[src/adsc_pkg.sv]
package adsc_pkg;
    // ************************************************************
    // register map
    // ************************************************************
    localparam logic [7:0]  ADDR_CELL_TEST_CURRENT_CFG = 8'h6c;
    localparam logic [7:0]  ADDR_FULL_RESULT_A_CFG              = 8'h70;
    localparam logic [7:0]  ADDR_FIRST_FULL_RESULT_A_RESULT     = 8'h71;
    localparam logic [7:0]  ADDR_FULL_RESULT_A         = 8'h72;
    localparam logic [7:0]  ADDR_FAILURE_ALERT_REG_TWO = 8'h73;
    localparam logic [7:0]  ADDR_CHANNEL_CFG           = 8'h74;
    localparam logic [7:0]  ADDR_FULL_RESULT_A_ROUTE            = 8'h75;
    localparam logic [15:0] RST_CELL_TEST_CURRENT_CFG  = 16'h0000;
    localparam logic [15:0] RST_FULL_RESULT_A_CFG               = 16'h0000;
    localparam int          POS_OPEN_WIRE              = 15;
    localparam int          POS_CAL_ENABLE             = 4;
    localparam int          POS_SCAN_LO                = 5;
    localparam int          POS_SEL_HI                 = 3;
    // ************************************************************
    // diagnostic codes and figures
    // ************************************************************
    localparam logic [3:0]  DSEL_NONE      = 4'h0;
    localparam logic [3:0]  DSEL_DIE_TEMP  = 4'h1;
    localparam logic [3:0]  DSEL_VAA       = 4'h2;
    localparam logic [3:0]  DSEL_ALTREF    = 4'h3;
    localparam logic [3:0]  DSEL_COMP_PATH = 4'h4;
    localparam logic [3:0]  DSEL_CELL_CAL  = 4'h5;
    localparam logic [3:0]  DSEL_OFS_CAL   = 4'h6;
    localparam logic [3:0]  DSEL_DAC_3Q    = 4'h7;
    localparam logic [3:0]  DSEL_DAC_1Q    = 4'h8;
    localparam logic [3:0]  DSEL_THRM_OFS  = 4'h9;
    localparam logic [3:0]  DSEL_ZERO_SC   = 4'ha;
    localparam logic [3:0]  DSEL_FULL_SC   = 4'hb;
    localparam logic [3:0]  DSEL_LSA_OFS   = 4'hc;
    localparam logic [3:0]  DSEL_VDDL      = 4'hd;
    localparam logic [11:0] DAC_COMP_PATH  = 12'h400;
    localparam logic [11:0] DAC_3Q         = 12'hc00;
    localparam logic [11:0] DAC_1Q         = 12'h3ff;
    localparam logic [15:0] EXP_ZERO_SC    = 16'h0000;
    localparam logic [15:0] EXP_FULL_SC    = 16'h3ffc;
    localparam logic [15:0] BIST_TOL       = 16'h0010;
    // ************************************************************
    // types
    // ************************************************************
    typedef enum logic [2:0] {
        ADSC_IN_NONE, ADSC_IN_PTAT, ADSC_IN_REF_LSA, ADSC_IN_ALTREF,
        ADSC_IN_REF_MINUS_DAC, ADSC_IN_SHORT, ADSC_IN_DAC, ADSC_IN_AA
    } adsc_in_t;
    typedef enum logic [1:0] {
        ADSC_COEF_NONE, ADSC_COEF_GAIN_OFS, ADSC_COEF_OFS, ADSC_COEF_THRM
    } adsc_coef_t;
    typedef struct packed {
        adsc_in_t    adc_in;
        adsc_coef_t  coef;
        logic        factory_coef;
        logic        bipolar;
        logic        chop;
        logic [11:0] dac_code;
        logic [1:0]  scan_mode;
    } adsc_route_t;
    typedef struct packed {
        logic [7:0]  adr;
        logic [15:0] dat;
        logic [1:0]  sel;
        logic        we;
    } adsc_wb_req_t;
endpackage

[src/adsc_ctrl.sv]
// Our own choice: the Wishbone interface to the registers.
`timescale 1ns/10ps
module adsc_ctrl
    import adsc_pkg::*;
#(
    parameter int NCELL = 15
)(
    input  wire logic              I_REF_CLK,
    input  wire logic              I_NRST,
    input  wire logic              I_WB_CYC,
    input  wire logic              I_WB_STB,
    input  wire logic              I_WB_WE,
    input  wire logic [7:0]        I_WB_ADR,
    input  wire logic [1:0]        I_WB_SEL,
    input  wire logic [15:0]       I_WB_DAT,
    output logic      [15:0]       O_WB_DAT,
    output logic                   O_WB_ACK,
    input  wire logic              I_ACQ_DONE,
    input  wire logic              I_FULL_RESULT_A_VALID,
    input  wire logic [15:0]       I_FULL_RESULT_A_DATA,
    input  wire logic [NCELL-1:0]  I_CELL_POLARITY,
    output logic      [NCELL-1:0]  O_CURRENT_SRC_EN,
    output logic      [NCELL-1:0]  O_CELL_MEASURE,
    output logic                   O_OPEN_WIRE_MODE,
    output logic                   O_LOW_SIDE_ONLY,
    output logic                   O_ALT_OPEN_THRESH,
    output logic                   O_FULL_RESULT_A_REQUEST,
    output adsc_route_t            O_ROUTE
);
    // ************************************************************
    // registers
    // ************************************************************
    logic [15:0]      cur_cfg_q;
    logic [15:0]      cur_cfg_d;
    logic [15:0]      full_result_a_cfg_q;
    logic [15:0]      full_result_a_cfg_d;
    logic [NCELL-1:0] chan_en_q;
    logic [NCELL-1:0] chan_en_d;
    logic [15:0]      result_q;
    logic [15:0]      full_q;
    logic [15:0]      alert_q;
    logic [15:0]      alert_d;
    logic             ack_q;
    logic [15:0]      rdat_q;
    logic             pend_q;
    logic [3:0]       pend_sel_q;
    adsc_route_t      route;
    adsc_wb_req_t     req;

    // ************************************************************
    // bus decode
    // ************************************************************
    wire              bus_req    = I_WB_CYC & I_WB_STB & ~ack_q;
    wire              bus_wr     = bus_req & I_WB_WE;
    wire              hit_cur    = (I_WB_ADR == ADDR_CELL_TEST_CURRENT_CFG);
    wire              hit_cfg    = (I_WB_ADR == ADDR_FULL_RESULT_A_CFG);
    wire              hit_res    = (I_WB_ADR == ADDR_FIRST_FULL_RESULT_A_RESULT);
    wire              hit_full   = (I_WB_ADR == ADDR_FULL_RESULT_A);
    wire              hit_alert  = (I_WB_ADR == ADDR_FAILURE_ALERT_REG_TWO);
    wire              hit_chan   = (I_WB_ADR == ADDR_CHANNEL_CFG);
    wire              hit_route  = (I_WB_ADR == ADDR_FULL_RESULT_A_ROUTE);
    wire [15:0]       byte_mask  = {{8{I_WB_SEL[1]}}, {8{I_WB_SEL[0]}}};
    wire [15:0]       chan_word  = 16'(chan_en_q);
    // the route struct is wider than the bus, only its low 16 bits read back
    wire [$bits(adsc_route_t)-1:0] route_bits = route;
    wire [15:0]       route_word = route_bits[15:0];

    assign req.adr = I_WB_ADR;
    assign req.dat = I_WB_DAT;
    assign req.sel = I_WB_SEL;
    assign req.we  = I_WB_WE;

    // unmapped addresses still ack and read zero, so software never hangs
    wire [15:0] rd_mux =
        hit_cur   ? cur_cfg_q  :
        hit_cfg   ? full_result_a_cfg_q :
        hit_res   ? result_q   :
        hit_full  ? full_q     :
        hit_alert ? alert_q    :
        hit_chan  ? chan_word  :
        hit_route ? route_word : 16'h0000;

    // ************************************************************
    // writes
    // ************************************************************
    wire [15:0] wr_mask = bus_wr ? byte_mask : 16'h0000;

    assign cur_cfg_d  = hit_cur ? ((cur_cfg_q & ~wr_mask) | (req.dat & wr_mask))
                                : cur_cfg_q;
    assign full_result_a_cfg_d = hit_cfg ? ((full_result_a_cfg_q & ~wr_mask) | (req.dat & wr_mask))
                                : full_result_a_cfg_q;
    wire [15:0] chan_new = (chan_word & ~wr_mask) | (req.dat & wr_mask);
    assign chan_en_d  = hit_chan ? chan_new[NCELL-1:0] : chan_en_q;

    // ************************************************************
    // diagnostic selection
    // ************************************************************
    wire [3:0] sel_code = full_result_a_cfg_q[POS_SEL_HI:0];
    wire       cal_en   = full_result_a_cfg_q[POS_CAL_ENABLE];
    wire [1:0] scan     = full_result_a_cfg_q[POS_SCAN_LO+1:POS_SCAN_LO];

    adsc_decode u_decode (
        .i_sel    (sel_code),
        .i_cal_en (cal_en),
        .i_scan   (scan),
        .o_route  (route)
    );

    // the selection is latched per acquisition so a mid-sequence write
    // cannot redirect a result already being measured
    wire start_full_result_a = I_ACQ_DONE & (sel_code != DSEL_NONE);
    wire take_res   = pend_q & I_FULL_RESULT_A_VALID;
    wire is_detail  = (pend_sel_q == DSEL_ZERO_SC) | (pend_sel_q == DSEL_FULL_SC);

    // ************************************************************
    // built-in self-test alerts
    // ************************************************************
    // window check instead of exact match, the adc carries a little noise
    wire [15:0] expect_val = (pend_sel_q == DSEL_ZERO_SC) ? EXP_ZERO_SC : EXP_FULL_SC;
    wire [15:0] diff_val   = (I_FULL_RESULT_A_DATA > expect_val) ? (I_FULL_RESULT_A_DATA - expect_val)
                                                        : (expect_val - I_FULL_RESULT_A_DATA);
    wire        bist_fail  = (diff_val > BIST_TOL);
    wire        set_zero   = take_res & is_detail & bist_fail & (pend_sel_q == DSEL_ZERO_SC);
    wire        set_full   = take_res & is_detail & bist_fail & (pend_sel_q == DSEL_FULL_SC);
    wire [15:0] alert_set  = {14'h0000, set_full, set_zero};
    wire [15:0] alert_clr  = (hit_alert & bus_wr) ? (req.dat & byte_mask) : 16'h0000;

    // set wins over a write-one-to-clear in the same cycle
    assign alert_d = (alert_q & ~alert_clr) | alert_set;

    // ************************************************************
    // open-wire channel selection
    // ************************************************************
    wire open_wire = cur_cfg_q[POS_OPEN_WIRE];

    assign O_CURRENT_SRC_EN  = cur_cfg_q[NCELL-1:0];
    assign O_OPEN_WIRE_MODE  = open_wire;
    assign O_CELL_MEASURE    = open_wire ? (chan_en_q & ~I_CELL_POLARITY) : chan_en_q;
    assign O_LOW_SIDE_ONLY   = open_wire;
    assign O_ALT_OPEN_THRESH = open_wire;
    assign O_FULL_RESULT_A_REQUEST    = pend_q;
    assign O_ROUTE           = route;
    assign O_WB_DAT          = rdat_q;
    assign O_WB_ACK          = ack_q;

    // ************************************************************
    // flops
    // ************************************************************
    always_ff @(posedge I_REF_CLK or negedge I_NRST) begin
        if (!I_NRST) begin
            cur_cfg_q  <= RST_CELL_TEST_CURRENT_CFG;
            full_result_a_cfg_q <= RST_FULL_RESULT_A_CFG;
            chan_en_q  <= '0;
            alert_q    <= 16'h0000;
        end else begin
            cur_cfg_q  <= cur_cfg_d;
            full_result_a_cfg_q <= full_result_a_cfg_d;
            chan_en_q  <= chan_en_d;
            alert_q    <= alert_d;
        end
    end

    always_ff @(posedge I_REF_CLK or negedge I_NRST) begin
        if (!I_NRST) begin
            ack_q  <= 1'b0;
            rdat_q <= 16'h0000;
        end else begin
            ack_q  <= bus_req;
            rdat_q <= bus_req ? rd_mux : 16'h0000;
        end
    end

    always_ff @(posedge I_REF_CLK or negedge I_NRST) begin
        if (!I_NRST) begin
            pend_q     <= 1'b0;
            pend_sel_q <= DSEL_NONE;
        end else if (start_full_result_a) begin
            pend_q     <= 1'b1;
            pend_sel_q <= sel_code;
        end else if (take_res) begin
            pend_q     <= 1'b0;
        end
    end

    always_ff @(posedge I_REF_CLK or negedge I_NRST) begin
        if (!I_NRST) begin
            result_q <= 16'h0000;
            full_q   <= 16'h0000;
        end else if (take_res) begin
            result_q <= I_FULL_RESULT_A_DATA;
            if (is_detail) begin
                full_q <= I_FULL_RESULT_A_DATA;
            end
        end
    end
endmodule

[src/adsc_decode.sv]
`timescale 1ns/10ps
module adsc_decode
    import adsc_pkg::*;
(
    input  wire logic [3:0]  i_sel,
    input  wire logic        i_cal_en,
    input  wire logic [1:0]  i_scan,
    output adsc_route_t      o_route
);
    // ************************************************************
    // selection code to measurement routing
    // ************************************************************
    always_comb begin
        o_route              = '0;
        o_route.adc_in       = ADSC_IN_NONE;
        o_route.coef         = ADSC_COEF_NONE;
        o_route.scan_mode    = i_scan;
        o_route.factory_coef = ~i_cal_en;
        o_route.chop         = (i_sel != DSEL_NONE);
        unique case (i_sel)
            DSEL_DIE_TEMP: o_route.adc_in = ADSC_IN_PTAT;
            DSEL_VAA:      o_route.adc_in = ADSC_IN_REF_LSA;
            DSEL_ALTREF:   o_route.adc_in = ADSC_IN_ALTREF;
            DSEL_COMP_PATH: begin
                o_route.adc_in   = ADSC_IN_REF_MINUS_DAC;
                o_route.dac_code = DAC_COMP_PATH;
                o_route.bipolar  = 1'b1;
            end
            DSEL_CELL_CAL: begin
                o_route.adc_in = ADSC_IN_REF_LSA;
                o_route.coef   = ADSC_COEF_GAIN_OFS;
            end
            DSEL_OFS_CAL: begin
                o_route.adc_in  = ADSC_IN_SHORT;
                o_route.coef    = ADSC_COEF_OFS;
                o_route.bipolar = 1'b1;
            end
            DSEL_DAC_3Q: begin
                o_route.adc_in   = ADSC_IN_DAC;
                o_route.dac_code = DAC_3Q;
            end
            DSEL_DAC_1Q: begin
                o_route.adc_in   = ADSC_IN_DAC;
                o_route.dac_code = DAC_1Q;
            end
            DSEL_THRM_OFS: begin
                o_route.adc_in  = ADSC_IN_SHORT;
                o_route.coef    = ADSC_COEF_THRM;
                o_route.bipolar = 1'b1;
            end
            DSEL_ZERO_SC, DSEL_FULL_SC: begin
                o_route.adc_in  = ADSC_IN_AA;
                o_route.bipolar = 1'b1;
            end
            DSEL_LSA_OFS: begin
                o_route.adc_in  = ADSC_IN_SHORT;
                o_route.bipolar = 1'b1;
            end
            DSEL_VDDL: o_route.adc_in = ADSC_IN_REF_LSA;
            default: begin
                o_route.chop = 1'b0;
            end
        endcase
    end
endmodule

[config.mk]
export PLATFORM = sky130hd
export DESIGN_NAME = adsc_ctrl
export DESIGN_NICKNAME = d
export VERILOG_FILES = /design/src/adsc_pkg.sv /design/src/adsc_ctrl.sv /design/src/adsc_decode.sv
export SDC_FILE = /design/constraint.sdc
export NUM_CORES = 1
export LEC_CHECK = 0
export BUFFER_PORTS_ARGS = -buffer_cell sky130_fd_sc_hd__buf_2
export CORE_AREA = 2 2 118 120
export CTS_CLUSTER_DIAMETER = 60
export DETAILED_ROUTE_END_ITERATION = 7
export DIE_AREA = 0 0 120 122
export GPL_TIMING_DRIVEN = 0
export PLACE_DENSITY = 0.73
export RECOVER_POWER = 50
export SKIP_CTS_REPAIR_TIMING = 1
export SYNTH_ARGS = -nofsm -noshare
export SYNTH_HDL_FRONTEND = slang
export SYNTH_SLANG_ARGS = --single-unit
[constraint.sdc]
create_clock -name I_REF_CLK -period 5.3 [get_ports I_REF_CLK]
set_input_delay 0.265 -clock I_REF_CLK [delete_from_list [all_inputs] [get_ports I_REF_CLK]]
set_output_delay 0.265 -clock I_REF_CLK [all_outputs]
set_load 0.05 [all_outputs]
# ---- After elaboration in Yosys (flattened, before gate mapping)
# Cells that the tools add are included.
dict set report op_classes {
  n_div 0
  shift 0
  eq_ne 22
  mux 20
  bitwise_logic 27
  n_reduce_logical 9
  mul 0
  n_addsub 2
  magnitude_cmp 2
}
# cell count
set op_table {}
lappend op_table {{16-bit 2-to-1 mux} 11}
lappend op_table {{16-bit bitwise AND} 5}
lappend op_table {{8-bit by 7-bit equality test with 1-bit output, second input constant} 7}
lappend op_table {{12-bit one-hot mux with 3 select lines} 1}
lappend op_table {{4-bit equality test, second input constant} 8}
lappend op_table {{16-bit NOT} 2}
lappend op_table {{16-bit bitwise OR} 2}
lappend op_table {{15-bit bitwise AND} 2}
lappend op_table {{3-bit one-hot mux with 7 select lines} 1}
lappend op_table {{4-bit by 3-bit equality test with 1-bit output, second input constant} 4}
lappend op_table {{16-bit by 14-bit greater-than comparator with 1-bit output} 1}
lappend op_table {{16-bit by 5-bit greater-than comparator with 1-bit output, second input constant} 1}
lappend op_table {{16-bit by 2-bit bitwise OR with 16-bit output} 1}
lappend op_table {{14-bit by 16-bit subtractor with 16-bit output} 1}
lappend op_table {{16-bit by 14-bit subtractor with 16-bit output} 1}
lappend op_table {{15-bit 2-to-1 mux} 1}
lappend op_table {{15-bit NOT} 1}
lappend op_table {{15-bit bitwise OR} 1}
lappend op_table {{14-bit 2-to-1 mux} 1}
lappend op_table {{13-bit OR reduction} 1}
lappend op_table {{1-bit bitwise AND} 10}
lappend op_table {{4-bit by 2-bit equality test with 1-bit output, second input constant} 2}
lappend op_table {{2-bit one-hot mux with 3 select lines} 1}
lappend op_table {{3-bit OR reduction} 2}
lappend op_table {{9 further kinds} 14}
dict set report word_totals {
  ram_bits 0
  wordCells 92
  inputBits 64
  latchBits 0
  romBits 0
  n_memories 0
  output_inout_bits 73
  reg_bits 117
}

# ---- Longest topological paths before layout
dict set report logic_depth {
  word_depth 11
  mapped_depth 13
}

# ---- By module
# A second synthesis with hierarchy kept.
dict set report hier_totals {
  cells_unflattened 630
  hier_area_um2 6653.9
}
# mod instances cells_per_inst seq_area_each_um2 area_per_inst_um2
set by_module_without_submodules {}
lappend by_module_without_submodules {adsc_ctrl 1 587 2927.8 6382.4}
lappend by_module_without_submodules {adsc_decode 1 43 0.0 271.5}

# ---- Worst setup path before layout
# OpenSTA, ideal clock, no wires.
dict set report synth_timing {
  path_kind {reg-to-reg}
  start {register pend_sel_q[2]}
  end {register alert_q[1]}
  setup_slack_ns 2.404
  path_stages_with_launch 14
  t_arrival_ns 2.775
  setup_ns 0.122
  period_less_slack_ns 2.896
  path_cell_list {dfrtp_1 > nand4bb_1 > buf_6 > ha_1 > buf_6 > and2_1 > and3_1 > a21boi_1 > or3_1 > a211oi_1 > o2111ai_1 > nand2_1 > nand4_1 > a32o_1}
}
dict set report synth_via {
  elab_chain_len 8
  elab_cells_between_ends 13
  classes_between {2 x add/sub; 2 x order compare; 2 x eq/ne; 2 x mux; 5 x bitwise}
}
# item line_no
set synth_rtl {}
lappend synth_rtl {{start: declaration} adsc_ctrl.sv:46} ;# logic [3:0] pend_sel_q;
lappend synth_rtl {{start signal: assignment} adsc_ctrl.sv:179} ;# pend_sel_q <= sel_code;
lappend synth_rtl {{4-bit equality test} {adsc_ctrl.sv:113, adsc_ctrl.sv:119}}
lappend synth_rtl {{14-bit 2-to-1 mux} adsc_ctrl.sv:119} ;# wire [15:0] expect_val = (pend_sel_q == DSEL_ZERO_SC) ? EXP_ZERO_SC : EXP_FULL_SC;
lappend synth_rtl {{14-bit by 16-bit subtractor with 16-bit output (tied with other cells)} adsc_ctrl.sv:121} ;# : (expect_val - I_FULL_RESULT_A_DATA);
lappend synth_rtl {{16-bit 2-to-1 mux} adsc_ctrl.sv:120} ;# wire [15:0] diff_val = (I_FULL_RESULT_A_DATA > expect_val) ? (I_FULL_RESULT_A_DATA - expect_val)
lappend synth_rtl {{16-bit by 5-bit greater-than comparator with 1-bit output} adsc_ctrl.sv:122} ;# wire bist_fail = (diff_val > BIST_TOL);
lappend synth_rtl {{1-bit bitwise AND} adsc_ctrl.sv:124} ;# wire set_full = take_res & is_detail & bist_fail & (pend_sel_q == DSEL_FULL_SC);
lappend synth_rtl {{1-bit bitwise AND *} adsc_ctrl.sv:124}
lappend synth_rtl {{16-bit by 2-bit bitwise OR with 16-bit output *} adsc_ctrl.sv:129} ;# assign alert_d = (alert_q & ~alert_clr) | alert_set;
lappend synth_rtl {{named net alert_d[1]} adsc_ctrl.sv:42} ;# logic [15:0] alert_d;
lappend synth_rtl {{end signal: assignment} adsc_ctrl.sv:159} ;# alert_q <= alert_d;
lappend synth_rtl {{end: declaration} adsc_ctrl.sv:41} ;# logic [15:0] alert_q;
# The timed path passes the listed nets; every way through them passes the cells marked *.
# A chain may end at the register's enable or synchronous reset.

# ---- Final worst setup path
dict set report layout_timing {
  start {register pend_sel_q[0]}
  end {register alert_q[1]}
}
# Same word-level chain as after synthesis.

==> results.ini <==
[power_and_ir_drop]
powerDensity_nw_per_um2 = 295.5
power_leakage_nw = 3.868
power.total_mw = 2.393
vdd_ir_drop_max_mv = 0.2275

[placed_design]
preCtsSetupSlack_ns = 1.799
placed_area_sq_um = 7487
io_buffers = 135
dp_hpwl_mm = 14.19
gp_congestion = 0.9501
dp.cells = 942

[die]
dieArea_sq_um = 14640
die_h_um = 122
initial_utilization_pct = 48.55
core-area_sq_um = 13500
die_w_um = 120
ioPinCount = 137
num_rows = 43

[synthesis]
ys_seq_elements = 117
ys_async_sr_fraction_pct = 100.0
ys_types = 66
syn_area_per_cell_sq_um = 10.47
ys_seq_area_share_pct = 44.66
synth_warnings = 0
synth_fp_nets = 704
synthTopCellsByArea = dfrtp_1 (45%), mux2_2 (15%), a21boi_0 (3.4%)
synth-edff-count = 0
ys.flop_type = dfrtp_1
synth_top_area_share_pct = 44.66
synth_area_sq_um = 6556
synth_largest_area_cell = dfrtp_1
synthCells = 626

[sta]
setup_viol = 0
timing.slew.headroom_pct = -56.31
fmax_ghz = 0.2793
fin_crit_ns = 3.581
fin_tns_setup_ns = 0
period_share_pct = 67.56
slew_viol_final = 42
tightest_slew_ns = 2.345
fin_skew_ns = 0.009387
fin_ws_ns = 1.719
rsz0062_at_grt = no
hold_viol = 0

[grt]
grt_pass1_vias = 5546
grt_usage_pct = 26.17
grt_overflow = 0
antenna_found_initial = 0
grt_first_pass_wirelength_mm = 29.50
grt_max_degree = 77

[routing]
drcViolationCount = 0
dr.pass1.iters = 5
wl_per_cell_um = 19.54
viasPerCell = 5.941
num_vias = 5781
drtIter0Drc = 523
wl_mm = 19.01
ant_nets = 0

[setup_path]
worst-path-max-fanout = 19
worstPathArrival_ns = 3.88
cpLargestDelayFamily = compound AO/OA/AOI/OAI gates
worst-setup-path-type = reg2reg
endpoint_kind = flip-flop
critPathLaunchType = flip-flop
slowest_delay_ns = 0.40
crit_chain = nand4bb_1, buf_6, ha_1, buf_2, a21oi_1, o221ai_1, a311oi_4, a21o_1, mux2i_1, xnor2_1, nor3_1, nand4_1, a32o_1
crit_buf_inv = 2
worst_ep_required_time_ns = 5.60
slowest_stage = dfrtp_1

[final_layout]
fin_area_sq_um = 8098
final_cells = 973
drive_above_1_share_pct = 32.16
area_growth_pct = 23.51
diodes = 0
nets = 860

[clocking]
clkTransAtPathRegs_ns = 0.05
cts_tree = done
cts_sinks = 117
clk_latency_ns = 0.41
clockBufferDepth = 2
cts_htree_levels = 4
cts_root_buffer = clkbuf_16
cts_buffers = 17

[outcome]
run_status = complete, but fails checks
violations = max-capacitance violations, max-slew violations

[run]
drv_cap = 1

[hold_path]
hp-class = in2reg

-- kinds of logic after synthesis --
kind of cell | after synthesis | synth area share (%)
compound gates | 177 | 18.86
xor+xnor | 12 | 1.603
fa+ha+maj | 14 | 2.672
buf+inv | 69 | 5.191
flops | 117 | 44.66
mux | 93 | 15.82
simple gates | 144 | 11.20
-- routing by layer --
layer	part of all wire [%]	global-route usage, %
met1	42	33.77
met2	48	42.54
met3	7.7	5.618
met4	2.7	11.54
met5	0	0
-- worst register-to-register path: cells and delay by family, from the launching register on --
family          cells  cell delay [ns]
mux                 1             0.27
simple gates        3             0.70
xor+xnor            1             0.09
buf+inv             2             0.41
fa+ha+maj           1             0.30
flops               1             0.40
compound gates      5             1.30
-- synthesized netlist by cell type (4+ instances only) --
| cell | instances |
|---|---|
| a221oi_1 | 6 |
| a222oi_1 | 11 |
| o21ai_0 | 41 |
| buf_4 | 13 |
| and3_1 | 6 |
| a22o_1 | 5 |
| a31oi_1 | 5 |
| nor2_1 | 30 |
| inv_1 | 21 |
| xnor2_1 | 7 |
| nand2b_1 | 10 |
| xor2_1 | 5 |
| mux2_2 | 85 |
| a21boi_0 | 30 |
| a32oi_1 | 5 |
| ha_1 | 14 |
| nand2_1 | 49 |
| nor3_1 | 7 |
| clkbuf_1 | 25 |
| o211ai_1 | 6 |
| mux2i_1 | 8 |
| o21a_1 | 4 |
| dfrtp_1 | 117 |
| buf_2 | 6 |
| nand4_1 | 4 |
| nand3_1 | 10 |
| a21oi_1 | 28 |
| a22oi_1 | 5 |
-- power breakdown --
group / total, mW / switching, mW / internal (mW) / leakage [nW]
combinational: 0.211 / 0.135 / 0.0759 / 1.97
sequential: 0.931 / 0.0148 / 0.916 / 1.58
clock: 1.25 / 0.390 / 0.862 / 0.318
total: 2.39 / 0.539 / 1.85 / 3.87
-- area by class of cell --
cell class / instances / area (sq um)
Tap cell: 180 / 225.2
Clock inverter: 10 / 177.7
Clock buffer: 20 / 466.7
Buffer: 47 / 255.2
Inverter: 22 / 85.08
Multi-Input combinational cell: 440 / 3288
Timing Repair Buffer: 137 / 671.9
Fill cell: 1139 / 5406
Sequential cell: 117 / 2928
-- metrics by stage --
step | hold WS (ns) | utilization [%]
6_report | 0.07460 | 59.96
5_1_grt | 0.08057 | 59.96
4_1_cts | -0.1447 | 60.21
3_5_place_dp | 0.2869 | 55.44
3_3_place_gp | 0.4650 | 55.22
2_1_floorplan | -0.03059 | -
-- cell usage in the layout, fill, tap and decap left out, drive strengths merged, types with 3 or more instances in the layout --
master / n
nand2: 49
a21oi: 30
xnor2: 7
nor3: 8
and2: 3
mux2i: 8
a32oi: 5
nand3: 10
and3: 6
a31o: 3
o21ai: 44
xor2: 5
a221oi: 6
dfrtp: 117
a22o: 5
o211ai: 6
nand4: 5
ha: 14
a211oi: 3
nand2b: 10
nor2b: 3
or3: 3
mux2: 85
clkinv: 4
clkbuf: 78
or2: 3
inv: 22
nor2: 30
nor4: 4
a31oi: 5
a21boi: 31
buf: 125
bufinv: 5
a222oi: 11
a21o: 3
o22ai: 3
o21a: 4
a22oi: 5
-- worst paths after layout --
check,from,cells after the start,slack [ns],to
setup / recovery,pend_sel_q[0],13,1.72,alert_q[1]
hold / removal,I_FULL_RESULT_A_VALID,2,0.07,O_FULL_RESULT_A_REQUEST
setup reg to reg,pend_sel_q[0],13,1.72,alert_q[1]
hold reg to reg,result_q[7],2,0.49,result_q[7]
max in group asynchronous,I_NRST,2,2.85,O_WB_DAT[1]
min in group asynchronous,I_NRST,2,1.10,O_FULL_RESULT_A_REQUEST
Note: power is estimated with default switching activity, not from simulation.
